$ cat src/common/xconn_pkg.sv
package xconn_pkg;
   // Sizes
   localparam int NUM_SLOTS = 24;
   localparam int SLOT_W = 5;
   localparam int ADDR_W = 8;
   localparam int DATA_W = 16;
   localparam int COND_W = 11;
   localparam int NUM_EV = 3;

   // Slot ownership
   typedef enum logic [1:0] {
      SLOT_FREE = 2'h0,
      SLOT_FR = 2'h1,
      SLOT_DSX = 2'h2,
      SLOT_OTHER = 2'h3
   } slot_kind_e;

   // Signaling modes per DS0
   localparam logic [1:0] MODE_NONE = 2'h0;
   localparam logic [1:0] MODE_RBS = 2'h1;
   localparam logic [1:0] MODE_COND = 2'h2;

   // Register addresses
   localparam logic [7:0] ADDR_CTRL = 8'h00;
   localparam logic [7:0] ADDR_STATUS = 8'h01;
   localparam logic [7:0] ADDR_INT_STAT = 8'h02;
   localparam logic [7:0] ADDR_INT_CLR = 8'h03;
   localparam logic [7:0] ADDR_INT_EN = 8'h04;
   localparam logic [7:0] ADDR_SLOT_BASE = 8'h20;
   localparam logic [7:0] ADDR_COND_BASE = 8'h40;
   localparam logic [7:0] ADDR_STEP_BASE = 8'h60;

   // Field positions
   localparam int CTRL_AUTO_BIT = 0;
   localparam int CTRL_DSXEN_BIT = 1;
   localparam int CTRL_NETD4_BIT = 2;
   localparam int CTRL_DSXD4_BIT = 3;
   localparam int SLOT_KIND_LSB = 5;
   localparam int COND_USER_BIT = 2;
   localparam int COND_IDLE_LSB = 3;
   localparam int COND_HOLD_LSB = 7;
   localparam int EV_NET_CGA = 0;
   localparam int EV_DSX_CGA = 1;
   localparam int EV_REJECT = 2;

   // Reset values
   localparam logic [3:0] CTRL_RESET = 4'h1;
   localparam logic [10:0] COND_RESET = 11'h001;

   // Signaling codes
   localparam logic [3:0] ALL_ONES_SIG = 4'hf;
   localparam logic [3:0] D4_MASK = 4'hc;

   // Timing
   localparam int CLK_FREQ_HZ = 50_000_000;
   localparam int TICK_TIME_US = 1000;
   localparam int TICK_CYCLES = CLK_FREQ_HZ / 1_000_000 * TICK_TIME_US;
   localparam int TICK_CNT_W = 16;
   localparam int IDLE_TIME_MS = 2000;
   localparam int IDLE_TICKS = IDLE_TIME_MS * 1000 / TICK_TIME_US;
   localparam int IDLE_CNT_W = 12;
   localparam logic [11:0] IDLE_LOAD = 12'(IDLE_TICKS + 1);
endpackage

$ cat src/core/slot_xconnect_core.sv
`timescale 1ns/10ps
// Notes on behaviour
// - A network slot takes the frame-relay tag only if free or already tagged.
// - With discovery on, free slots showing frame-relay traffic get the tag.
// - With discovery off, tags change only by explicit configuration writes.
// - DSX-1 mappings are refused while the DSX-1 interface is disabled.
// - A DSX-1 mapping lands only on a free slot or one already DSX-1 mapped.
// - Each DSX-1 slot maps to at most one network slot.
// - Stepping offers free DSX-1 slots in ascending order, then returns the slot to free.
// - Each DS0 holds a setting for signaling carriage and alarm code.
// - Loss of signal, out of frame or AIS declares the interface alarm.
// - On a new alarm the outgoing signaling is forced idle for two seconds.
// - User-defined patterns are sent at once, with no idle period.
// - After the idle period the configured hold code is sent during alarm.
// - When the alarm clears, received signaling passes through unchanged.
// - Plain robbed-bit slots pass signaling, and all ones during alarm.
// - Only cross-connected DS0s are conditioned; others see nothing.
// - Toward a D4-framed interface the C and D bits are cleared only in conditioned codes sent during alarm.
module slot_xconnect_core #(
   parameter int NUM_SLOTS = xconn_pkg::NUM_SLOTS,
   parameter int TICK_CYCLES = xconn_pkg::TICK_CYCLES
) (
   // Clock and reset
   input wire logic SYS_CLK_IN,
   input wire logic SYS_RST_IN,
   // Register port
   input wire logic [7:0] REG_ADDR_IN,
   input wire logic [15:0] REG_WDATA_IN,
   input wire logic REG_WR_IN,
   input wire logic REG_RD_IN,
   output logic [15:0] REG_RDATA_OUT,
   output logic IRQ_OUT,
   // Framer alarms
   input wire logic NET_LOS_IN,
   input wire logic NET_OOF_IN,
   input wire logic NET_AIS_IN,
   input wire logic DSX_LOS_IN,
   input wire logic DSX_OOF_IN,
   input wire logic DSX_AIS_IN,
   input wire logic [23:0] NET_FR_DETECT_IN,
   // Received signaling
   input wire logic NET_RX_VALID_IN,
   input wire logic [4:0] NET_RX_SLOT_IN,
   input wire logic [3:0] NET_RX_SIG_IN,
   input wire logic DSX_RX_VALID_IN,
   input wire logic [4:0] DSX_RX_SLOT_IN,
   input wire logic [3:0] DSX_RX_SIG_IN,
   // Transmitted signaling
   output logic DSX_TX_VALID_OUT,
   output logic [4:0] DSX_TX_SLOT_OUT,
   output logic [3:0] DSX_TX_SIG_OUT,
   output logic NET_TX_VALID_OUT,
   output logic [4:0] NET_TX_SLOT_OUT,
   output logic [3:0] NET_TX_SIG_OUT
);
   xconn_pkg::slot_kind_e kind_q [NUM_SLOTS];
   xconn_pkg::slot_kind_e kind_d [NUM_SLOTS];
   logic [4:0] map_q [NUM_SLOTS];
   logic [4:0] map_d [NUM_SLOTS];
   logic [10:0] cond_q [NUM_SLOTS];
   logic [10:0] cond_d [NUM_SLOTS];
   logic [3:0] ctrl_q, ctrl_d;
   logic [2:0] int_stat_q, int_stat_d, int_en_q, int_en_d, ev;
   logic [15:0] rdata_q, rdata_d;
   logic [1:0] cga_q, cga_d, idle_act;
   logic [11:0] idle_q [2];
   logic [11:0] idle_d [2];
   logic [15:0] tick_q, tick_d;
   logic tick, reject, dup, free_any, auto_on, dsx_en;
   logic [NUM_SLOTS-1:0] used, fr_mask, disc_mask;
   logic [4:0] first_free, wr_idx, cand;
   logic slot_hit, cond_hit, step_hit, cand_ok, wr_ok;
   xconn_pkg::slot_kind_e wr_kind, cur_kind;
   logic dtx_v_d, ntx_v_d, net_map_ok, dsx_map_ok;
   logic [4:0] dtx_s_d, ntx_s_d, nrx_idx, drx_idx, net_src;
   logic [3:0] dtx_g_d, ntx_g_d;
   logic [10:0] net_cfg;

   assign auto_on = ctrl_q[xconn_pkg::CTRL_AUTO_BIT];
   assign dsx_en = ctrl_q[xconn_pkg::CTRL_DSXEN_BIT];
   assign wr_idx = REG_ADDR_IN[4:0];
   assign slot_hit = REG_WR_IN && (REG_ADDR_IN[7:5] == 3'h1)
      && (int'(wr_idx) < NUM_SLOTS);
   assign cond_hit = (REG_ADDR_IN[7:5] == 3'h2) && (int'(wr_idx) < NUM_SLOTS);
   assign step_hit = REG_WR_IN && (REG_ADDR_IN[7:5] == 3'h3)
      && (int'(wr_idx) < NUM_SLOTS);
   assign wr_kind = xconn_pkg::slot_kind_e'(REG_WDATA_IN[6:5]);
   assign cur_kind = kind_q[(int'(wr_idx) < NUM_SLOTS) ? wr_idx : 5'h00];

   // Ownership summary of the slot table
   always_comb
   begin
      used = '0;
      dup = 1'b0;
      fr_mask = '0;
      disc_mask = '0;
      for (int n = 0; n < NUM_SLOTS; n++)
      begin
         fr_mask[n] = (kind_q[n] == xconn_pkg::SLOT_FR);
         disc_mask[n] = auto_on && NET_FR_DETECT_IN[n]
            && (kind_q[n] == xconn_pkg::SLOT_FREE);
         if (kind_q[n] == xconn_pkg::SLOT_DSX && int'(map_q[n]) < NUM_SLOTS)
         begin
            if (used[map_q[n]])
               dup = 1'b1;
            used[map_q[n]] = 1'b1;
         end
      end
      first_free = 5'h00;
      free_any = 1'b0;
      cand = 5'h00;
      cand_ok = 1'b0;
      for (int d = NUM_SLOTS - 1; d >= 0; d--)
      begin
         if (!used[d])
         begin
            first_free = 5'(d);
            free_any = 1'b1;
            if (cur_kind != xconn_pkg::SLOT_DSX || d > int'(map_q[wr_idx]))
            begin
               cand = 5'(d);
               cand_ok = 1'b1;
            end
         end
      end
   end

   // Configuration writes and slot discovery
   always_comb
   begin
      kind_d = kind_q;
      map_d = map_q;
      cond_d = cond_q;
      ctrl_d = ctrl_q;
      reject = 1'b0;
      wr_ok = 1'b0;
      if (REG_WR_IN && REG_ADDR_IN == xconn_pkg::ADDR_CTRL)
         ctrl_d = REG_WDATA_IN[3:0];
      else if (slot_hit)
      begin
         case (wr_kind)
            xconn_pkg::SLOT_FREE:
               wr_ok = !(auto_on && cur_kind == xconn_pkg::SLOT_FR);
            xconn_pkg::SLOT_FR:
               wr_ok = !auto_on && (cur_kind == xconn_pkg::SLOT_FREE
                  || cur_kind == xconn_pkg::SLOT_FR);
            xconn_pkg::SLOT_DSX:
               wr_ok = dsx_en
                  && (cur_kind == xconn_pkg::SLOT_FREE
                  || cur_kind == xconn_pkg::SLOT_DSX)
                  && int'(REG_WDATA_IN[4:0]) < NUM_SLOTS
                  && (!used[REG_WDATA_IN[4:0]]
                  || (cur_kind == xconn_pkg::SLOT_DSX
                  && map_q[wr_idx] == REG_WDATA_IN[4:0]));
            default:
               wr_ok = cur_kind == xconn_pkg::SLOT_FREE
                  || cur_kind == xconn_pkg::SLOT_OTHER;
         endcase
         if (wr_ok)
         begin
            kind_d[wr_idx] = wr_kind;
            map_d[wr_idx] = REG_WDATA_IN[4:0];
         end
         else
            reject = 1'b1;
      end
      else if (REG_WR_IN && cond_hit)
         cond_d[wr_idx] = REG_WDATA_IN[10:0];
      else if (step_hit)
      begin
         if (dsx_en && (cur_kind == xconn_pkg::SLOT_FREE
            || cur_kind == xconn_pkg::SLOT_DSX))
         begin
            kind_d[wr_idx] = cand_ok ? xconn_pkg::SLOT_DSX
               : xconn_pkg::SLOT_FREE;
            map_d[wr_idx] = cand;
         end
         else
            reject = 1'b1;
      end
      for (int n = 0; n < NUM_SLOTS; n++)
         if (disc_mask[n] && kind_d[n] == xconn_pkg::SLOT_FREE)
            kind_d[n] = xconn_pkg::SLOT_FR;
   end

   // Alarms, idle timers and interrupt status
   always_comb
   begin
      cga_d[0] = NET_LOS_IN || NET_OOF_IN || NET_AIS_IN;
      cga_d[1] = DSX_LOS_IN || DSX_OOF_IN || DSX_AIS_IN;
      tick = (tick_q == 16'(TICK_CYCLES - 1));
      tick_d = tick ? 16'h0000 : tick_q + 16'h0001;
      for (int i = 0; i < 2; i++)
      begin
         idle_act[i] = (idle_q[i] != 12'h000);
         if (!cga_d[i])
            idle_d[i] = 12'h000;
         else if (!cga_q[i])
            idle_d[i] = xconn_pkg::IDLE_LOAD;
         else if (tick && idle_act[i])
            idle_d[i] = idle_q[i] - 12'h001;
         else
            idle_d[i] = idle_q[i];
      end
      ev = {reject, cga_d & ~cga_q};
      int_stat_d = int_stat_q;
      int_en_d = int_en_q;
      if (REG_WR_IN && REG_ADDR_IN == xconn_pkg::ADDR_INT_CLR)
         int_stat_d = int_stat_q & ~REG_WDATA_IN[2:0];
      if (REG_WR_IN && REG_ADDR_IN == xconn_pkg::ADDR_INT_EN)
         int_en_d = REG_WDATA_IN[2:0];
      int_stat_d = int_stat_d | ev;
      rdata_d = 16'h0000;
      if (!REG_RD_IN)
         rdata_d = 16'h0000;
      else if (REG_ADDR_IN == xconn_pkg::ADDR_CTRL)
         rdata_d = {12'h000, ctrl_q};
      else if (REG_ADDR_IN == xconn_pkg::ADDR_STATUS)
         rdata_d = {12'h000, idle_act, cga_q};
      else if (REG_ADDR_IN == xconn_pkg::ADDR_INT_STAT)
         rdata_d = {13'h0000, int_stat_q};
      else if (REG_ADDR_IN == xconn_pkg::ADDR_INT_EN)
         rdata_d = {13'h0000, int_en_q};
      else if (REG_ADDR_IN[7:5] == 3'h1 && int'(wr_idx) < NUM_SLOTS)
         rdata_d = {9'h000, kind_q[wr_idx], map_q[wr_idx]};
      else if (cond_hit)
         rdata_d = {5'h00, cond_q[wr_idx]};
   end

   // Outgoing signaling code for one cross-connected DS0
   function automatic logic [3:0] cond_sig(input logic alarm,
      input logic idle, input logic d4, input logic [10:0] cfg,
      input logic [3:0] sig);
      logic [3:0] res;
      logic [3:0] held;
      res = sig;
      held = cfg[xconn_pkg::COND_HOLD_LSB +: 4];
      if (alarm && cfg[1:0] == xconn_pkg::MODE_RBS)
         res = xconn_pkg::ALL_ONES_SIG;
      else if (alarm && cfg[1:0] == xconn_pkg::MODE_COND)
      begin
         if (cfg[xconn_pkg::COND_USER_BIT])
            res = held;
         else if (idle)
            res = cfg[xconn_pkg::COND_IDLE_LSB +: 4];
         else
            res = held;
         if (d4)
            res = res & xconn_pkg::D4_MASK;
      end
      return res;
   endfunction

   // Signaling cross-connect in both directions
   always_comb
   begin
      nrx_idx = (int'(NET_RX_SLOT_IN) < NUM_SLOTS) ? NET_RX_SLOT_IN : 5'h00;
      net_map_ok = (int'(NET_RX_SLOT_IN) < NUM_SLOTS)
         && kind_q[nrx_idx] == xconn_pkg::SLOT_DSX;
      net_cfg = cond_q[map_q[nrx_idx]];
      dtx_v_d = NET_RX_VALID_IN && net_map_ok;
      dtx_s_d = map_q[nrx_idx];
      dtx_g_d = cond_sig(cga_q[0], idle_act[0],
         ctrl_q[xconn_pkg::CTRL_DSXD4_BIT], net_cfg, NET_RX_SIG_IN);
      drx_idx = (int'(DSX_RX_SLOT_IN) < NUM_SLOTS) ? DSX_RX_SLOT_IN : 5'h00;
      net_src = 5'h00;
      dsx_map_ok = 1'b0;
      for (int n = 0; n < NUM_SLOTS; n++)
         if (kind_q[n] == xconn_pkg::SLOT_DSX && map_q[n] == DSX_RX_SLOT_IN)
         begin
            net_src = 5'(n);
            dsx_map_ok = 1'b1;
         end
      ntx_v_d = DSX_RX_VALID_IN && dsx_map_ok;
      ntx_s_d = net_src;
      ntx_g_d = cond_sig(cga_q[1], idle_act[1],
         ctrl_q[xconn_pkg::CTRL_NETD4_BIT], cond_q[drx_idx], DSX_RX_SIG_IN);
   end

   always_ff @(posedge SYS_CLK_IN)
   begin
      if (SYS_RST_IN)
      begin
         for (int n = 0; n < NUM_SLOTS; n++)
         begin
            kind_q[n] <= xconn_pkg::SLOT_FREE;
            map_q[n] <= 5'h00;
            cond_q[n] <= xconn_pkg::COND_RESET;
         end
         ctrl_q <= xconn_pkg::CTRL_RESET;
         int_stat_q <= 3'h0;
         int_en_q <= 3'h0;
         rdata_q <= 16'h0000;
         cga_q <= 2'h0;
         idle_q[0] <= 12'h000;
         idle_q[1] <= 12'h000;
         tick_q <= 16'h0000;
         DSX_TX_VALID_OUT <= 1'b0;
         DSX_TX_SLOT_OUT <= 5'h00;
         DSX_TX_SIG_OUT <= 4'h0;
         NET_TX_VALID_OUT <= 1'b0;
         NET_TX_SLOT_OUT <= 5'h00;
         NET_TX_SIG_OUT <= 4'h0;
      end
      else
      begin
         kind_q <= kind_d;
         map_q <= map_d;
         cond_q <= cond_d;
         ctrl_q <= ctrl_d;
         int_stat_q <= int_stat_d;
         int_en_q <= int_en_d;
         rdata_q <= rdata_d;
         cga_q <= cga_d;
         idle_q <= idle_d;
         tick_q <= tick_d;
         DSX_TX_VALID_OUT <= dtx_v_d;
         DSX_TX_SLOT_OUT <= dtx_s_d;
         DSX_TX_SIG_OUT <= dtx_g_d;
         NET_TX_VALID_OUT <= ntx_v_d;
         NET_TX_SLOT_OUT <= ntx_s_d;
         NET_TX_SIG_OUT <= ntx_g_d;
      end
   end

   assign REG_RDATA_OUT = rdata_q;
   assign IRQ_OUT = |(int_stat_q & int_en_q);
endmodule // slot_xconnect_core

$ cat config.mk
export PLATFORM = sky130hd
export DESIGN_NAME = slot_xconnect_core
export DESIGN_NICKNAME = d
export VERILOG_FILES = /design/src/common/xconn_pkg.sv /design/src/core/slot_xconnect_core.sv
export SDC_FILE = /design/constraint.sdc
export NUM_CORES = 2
export LEC_CHECK = 0
export ABC_CLOCK_PERIOD_IN_PS = 12900
export BUFFER_PORTS_ARGS = -buffer_cell sky130_fd_sc_hd__buf_2
export CAP_MARGIN = 20
export CELL_PAD_IN_SITES_DETAIL_PLACEMENT = 1
export CELL_PAD_IN_SITES_GLOBAL_PLACEMENT = 1
export CORE_ASPECT_RATIO = 1.25
export CORE_MARGIN = 3
export CORE_UTILIZATION = 49
export CTS_CLUSTER_SIZE = 20
export DETAILED_ROUTE_END_ITERATION = 8
export PLACE_DENSITY_LB_ADDON = 0.3
export SLEW_MARGIN = 20
export SYNTH_ARGS = -nofsm -noshare
export SYNTH_HDL_FRONTEND = slang
export SYNTH_SLANG_ARGS = --single-unit
$ cat constraint.sdc
create_clock -name SYS_CLK_IN -period 12.9 [get_ports SYS_CLK_IN]
set_input_delay 1.29 -clock SYS_CLK_IN [delete_from_list [all_inputs] [get_ports SYS_CLK_IN]]
set_output_delay 1.29 -clock SYS_CLK_IN [all_outputs]
set_load 0.01 [all_outputs]
==> flow_metrics.env, run 1 <==
export IMPL_ys_seq_area_share_pct=26.4
export IMPL_root_buffer="sky130_fd_sc_hd__clkbuf_16"
export IMPL_globalplace_congestion=1.27
export IMPL_port_buffers=104
export IMPL_synth_cells=5393
export IMPL_synth_edff_count=0
export IMPL_synth_top_cell_area_share_pct=26.4
export IMPL_global_route_overflow_total=791
export IMPL_detailed_placer_s_ending_hpwl_um=182000
export IMPL_last_stage_reached="global routing (5_1_grt)"
export IMPL_cts_buffers_inserted=48
export IMPL_synth_largest_area_cell="sky130_fd_sc_hd__dfxtp_1"
export IMPL_outcome="stopped before the end"
export IMPL_global_route_wire_length_before_repair_um=495000
export IMPL_tritoncts_sink_count=515
export IMPL_vias_in_the_first_global_route=61100
export IMPL_grt_max_degree=101
export IMPL_post_cts_resized=0
export IMPL_netlist_top_cells_area="sky130_fd_sc_hd__dfxtp_1 (26%), sky130_fd_sc_hd__nand2_1 (11%), sky130_fd_sc_hd__mux4_2 (5.8%)"
export IMPL_holdBufCountCts=0
export IMPL_ys_types=101
export IMPL_initial_utilization_pct=49.6
export IMPL_die_height_um=322
export IMPL_synth_ff_type="sky130_fd_sc_hd__dfxtp_1"
export IMPL_syn_cell_area_um2=39100
export IMPL_pin_count=115
export IMPL_synth_warning_count=0
export IMPL_num_rows=115
export IMPL_async_reset_ff_share_pct=0
export IMPL_numPlacedInstances=6180
export IMPL_h_tree_depth=2
export IMPL_chipWidth_um=259
export IMPL_syn_area_per_cell_um2=7.25
export IMPL_cts_root_to_sink_buffers=3
export IMPL_yosys_register_bits=515
export IMPL_grt_util_all_layers_pct=79.1
export IMPL_error_that_halted_the_flow="[ERROR GRT-0116] Global routing finished with congestion. Check the congestion regions in the DRC Viewer."
export IMPL_post_cts_repair_setup_buffers=0
[metrics by stage]
stage / worst slack (ns) / hold slack [ns] / util [%] / cell area, um^2
4_1_cts: 4.97 / 0.480 / 52.9 / 41700
3_5_place_dp: 4.61 / 0.449 / 50.8 / 40100
3_3_place_gp: 4.47 / 0.422 / 50.8 / 40100
2_1_floorplan: 6.06 / 0.413 / - / 39100
[cells by family after synthesis]
group	after synthesis	synth area share (%)
other	1	0.00959
and+or+nand+nor	2615	32.1
muxes	268	10.1
buffers and inverters	552	5.69
xor gates and xnor gates	154	3.45
DFF	515	26.4
adders and majority gates	6	0.192
AOI/OAI and AO/OA	1282	22.0
[per-layer routing]
layer,GRT usage [%],overflow
met1,77.7,10
met2,94.7,466
met3,66.0,15
met4,79.4,298
met5,37.0,2
[Yosys cell counts (all sizes together) (39+ instances only)]
| master | count |
|---|---|
| a211oi | 79 |
| a21oi | 430 |
| a221oi | 78 |
| a311oi | 39 |
| a31oi | 66 |
| and3 | 73 |
| buf | 138 |
| clkbuf | 371 |
| dfxtp | 515 |
| inv | 42 |
| mux2i | 146 |
| mux4 | 100 |
| nand2 | 1142 |
| nand2b | 60 |
| nand3 | 302 |
| nand4 | 83 |
| nor2 | 423 |
| nor2b | 93 |
| nor3 | 137 |
| nor3b | 41 |
| nor4 | 51 |
| o2111ai | 57 |
| o211ai | 72 |
| o21ai | 144 |
| o22ai | 49 |
| xnor2 | 69 |
| xor2 | 85 |
==> inputs of run 2 (changes only) <==
--- a/config.mk
+++ b/config.mk
@@ -8,14 +8,10 @@
 export ABC_CLOCK_PERIOD_IN_PS = 12900
 export BUFFER_PORTS_ARGS = -buffer_cell sky130_fd_sc_hd__buf_2
 export CAP_MARGIN = 20
-export CELL_PAD_IN_SITES_DETAIL_PLACEMENT = 1
-export CELL_PAD_IN_SITES_GLOBAL_PLACEMENT = 1
-export CORE_ASPECT_RATIO = 1.25
 export CORE_MARGIN = 3
-export CORE_UTILIZATION = 49
-export CTS_CLUSTER_SIZE = 20
+export CORE_UTILIZATION = 34
 export DETAILED_ROUTE_END_ITERATION = 8
-export PLACE_DENSITY_LB_ADDON = 0.3
+export PLACE_DENSITY_LB_ADDON = 0.15
 export SLEW_MARGIN = 20
 export SYNTH_ARGS = -nofsm -noshare
 export SYNTH_HDL_FRONTEND = slang
==> flow_metrics.env, run 2 <==
export IMPL_num_rows=123
export IMPL_setup_tns_final_ns=0
export IMPL_die_height_um=345
export IMPL_detailedRoute_firstPassIterationCount=8
export IMPL_drt_wl_total_um=276000
export IMPL_launch_instance_of_the_worst_register_to_register_path="map_q[75]"
export IMPL_async_reset_ff_share_pct=0
export IMPL_cts_root_to_sink_buffers=3
export IMPL_utilization_pct=38.5
export IMPL_syn_cell_area_um2=39100
export IMPL_global_route_overflow_total=0
export IMPL_clock_fmax_ghz=0.134
export IMPL_grt_use_met1_pct=60.6
export IMPL_clock_tree_from_tritoncts="done"
export IMPL_setup_worst_path_end_class="flip-flop"
export IMPL_final_period_utilization_pct=57.7
export IMPL_hold_path_depth=1
export IMPL_vias_in_the_first_global_route=41200
export IMPL_core_area_um2=113000
export IMPL_cp_launch_type="primary input"
export IMPL_initial_utilization_pct=34.5
export IMPL_p_leak_nw=14.5
export IMPL_tritoncts_sink_count=515
export IMPL_h_tree_depth=3
export IMPL_grt_util_met2_pct=61.0
export IMPL_synth_warning_count=0
export IMPL_timing_worst_slew_pin_value_ns=1.26
export IMPL_setup_violations_final=0
export IMPL_synth_ff_type="sky130_fd_sc_hd__dfxtp_1"
export IMPL_ys_seq_area_share_pct=26.4
export IMPL_post_cts_resized=0
export IMPL_ys_types=101
export IMPL_total_power_w=0.00428
export IMPL_hold_violations=0
export IMPL_synth_cells=5393
export IMPL_remaining_drc_errors=0
export IMPL_final_nets=5357
export IMPL_root_buffer="sky130_fd_sc_hd__clkbuf_16"
export IMPL_synth_top_cell_area_share_pct=26.4
export IMPL_worst_endpoint_required_ns=13.53
export IMPL_largestRegisters="cond_q (264), map_q (120), kind_q (48)"
export IMPL_critical_path_max_fanout=101
export IMPL_final_antenna_net_count=0
export IMPL_placement_setup_worst_slack_ns=5.06
export IMPL_drive_gt1_share_pct=12.8
export IMPL_setup_ws_ns=5.46
export IMPL_worst_skew_pair_late_latency_ns=0.72
export IMPL_vdd_ir_drop_worst_uv=104
export IMPL_port_buffers=104
export IMPL_clk_transition_reported_paths_ns=0.06
export IMPL_grt_util_all_layers_pct=44.2
export IMPL_worstSetupStartpoint="REG_ADDR_IN[1]"
export IMPL_max_flop_register="cond_q"
export IMPL_vias=46700
export IMPL_pwr_density_cell_nw_per_um2=98.3
export IMPL_critPathKind="in -> reg"
export IMPL_yosys_cell_count_top_type="sky130_fd_sc_hd__nand2_1"
export IMPL_syn_area_per_cell_um2=7.25
export IMPL_globalRoute_busiestLayer="met2"
export IMPL_period_needed_ns=7.44
export IMPL_globalplace_congestion=1.09
export IMPL_timing_max_transition_violations_final=0
export IMPL_synth_largest_area_cell="sky130_fd_sc_hd__dfxtp_1"
export IMPL_outcome="finished clean"
export IMPL_routed_wire_length_per_instance_um=40.4
export IMPL_r2r_setup_slack_ns=6.04
export IMPL_drtIter0Drc=7879
export IMPL_cts_buffers_inserted=66
export IMPL_synth_edff_count=0
export IMPL_drv_max_cap_violation_count=0
export IMPL_grt_setup_unrepaired="false"
export IMPL_netlist_top_cells_count="sky130_fd_sc_hd__nand2_1 (1,142), sky130_fd_sc_hd__dfxtp_1 (515), sky130_fd_sc_hd__a21oi_1 (430), sky130_fd_sc_hd__nor2_1 (398), sky130_fd_sc_hd__clkbuf_1 (371)"
export IMPL_worst_setup_path_endpoint="kind_q[30]"
export IMPL_grt_antenna_before_repair=29
export IMPL_met3_usage_pct=17.0
export IMPL_global_route_wire_length_before_repair_um=369000
export IMPL_chipWidth_um=345
export IMPL_fin_hold_ws_ns=0.442
export IMPL_worst_endpoint_arrival_ns=8.07
export IMPL_holdBufCountCts=0
export IMPL_flip_flop_count_of_the_largest_register_all_copies_and_words_added=264
export IMPL_rr_endpoint="map_q[110]"
export IMPL_yosys_register_bits=515
export IMPL_layout_commonest_cell="sky130_fd_sc_hd__nand2_1"
export IMPL_highest_count_cells_in_the_layout_ignoring_fill_and_taps="sky130_fd_sc_hd__nand2_1 (1,136), sky130_fd_sc_hd__dfxtp_1 (515), sky130_fd_sc_hd__a21oi_1 (429)"
export IMPL_rr_worst_depth=15
export IMPL_worstHoldPathType="reg -> reg"
export IMPL_post_cts_repair_setup_buffers=0
export IMPL_detailed_placer_s_ending_hpwl_um=205000
export IMPL_detail_route_vias_per_cell=6.83
export IMPL_fin_skew_ns=0.0683
export IMPL_maxSlewHeadroom_pct=14.6
export IMPL_netlist_top_cells_area="sky130_fd_sc_hd__dfxtp_1 (26%), sky130_fd_sc_hd__nand2_1 (11%), sky130_fd_sc_hd__mux4_2 (5.8%)"
export IMPL_areaGrowthSynthToFinish_pct=11.5
export IMPL_die_area_um2=119000
export IMPL_pin_count=115
export IMPL_grt_max_degree=102
-- run 2: kinds of logic after synthesis --
kind of cell / count (synthesis) / share of synthesized area (%)
and+or+nand+nor: 2615 / 32.1
AOI/OAI and AO/OA: 1282 / 22.0
buffers and inverters: 552 / 5.69
DFF: 515 / 26.4
muxes: 268 / 10.1
xor gates and xnor gates: 154 / 3.45
adders and majority gates: 6 / 0.192
other: 1 / 0.00959
-- run 2: cell type report --
cell class | instances | area [um^2]
Clock inverter | 30 | 355
Antenna cell | 12 | 30.0
Clock buffer | 88 | 1850
Fill cell | 12100 | 69700
Inverter | 43 | 163
Multi-Input combinational cell | 4330 | 26800
Tap cell | 1500 | 1880
Timing Repair Buffer | 317 | 2160
Sequential cell | 515 | 10300
-- run 2: worst min path at each step --
| stage | from | to |
|---|---|---|
| final | tick_q[0] | tick_q[0] |
| after global routing | tick_q[0] | tick_q[0] |
| after CTS | tick_q[0] | tick_q[0] |
| after detailed placement | tick_q[0] | tick_q[0] |
| after global placement | tick_q[0] | tick_q[0] |
| after floorplan | tick_q[0] | tick_q[0] |
-- run 2: metal layers --
layer,wire (um),vias up
met2,110000,3500
li1,-,19400
met3,38100,625
met1,114000,23100
met4,14600,14
met5,146,-
-- run 2: power breakdown --
part / switching [W] / total, W / internal, W
clock network: 0.000833 / 0.00197 / 0.00114
registers: 0.0000360 / 0.00165 / 0.00161
logic: 0.000488 / 0.000666 / 0.000178
total: 0.00136 / 0.00428 / 0.00293
-- run 2: per-stage QoR --
| stage | std cells | area (um^2) |
|---|---|---|
| after global routing | 6824 | 43600 |
| after detailed placement | 6705 | 41300 |
| after floorplan | 5397 | 39100 |
| after global placement | 6703 | 41300 |
| final | 6835 | 43600 |
| after CTS | 6823 | 43500 |
-- run 2: worst max-delay path, stage by stage --
cell	delay (ns)
sky130_fd_sc_hd__clkbuf_8	0.48
sky130_fd_sc_hd__buf_12	0.54
sky130_fd_sc_hd__a21bo_2	0.41
sky130_fd_sc_hd__a211oi_1	0.25
sky130_fd_sc_hd__a311oi_1	0.08
sky130_fd_sc_hd__a21oi_1	0.22
sky130_fd_sc_hd__o22a_1	0.42
sky130_fd_sc_hd__nor2b_1	0.29
sky130_fd_sc_hd__ha_1	0.19
sky130_fd_sc_hd__buf_4	0.25
sky130_fd_sc_hd__nand4_1	0.56
sky130_fd_sc_hd__o211ai_1	0.37
sky130_fd_sc_hd__nand2_1	0.15
sky130_fd_sc_hd__nor4b_1	0.63
sky130_fd_sc_hd__and4bb_2	0.41
sky130_fd_sc_hd__a21oi_1	0.15
sky130_fd_sc_hd__nor2_4	0.71
sky130_fd_sc_hd__o2111ai_1	0.23
sky130_fd_sc_hd__a21oi_1	0.17
(Power assumes the default switching activity.)
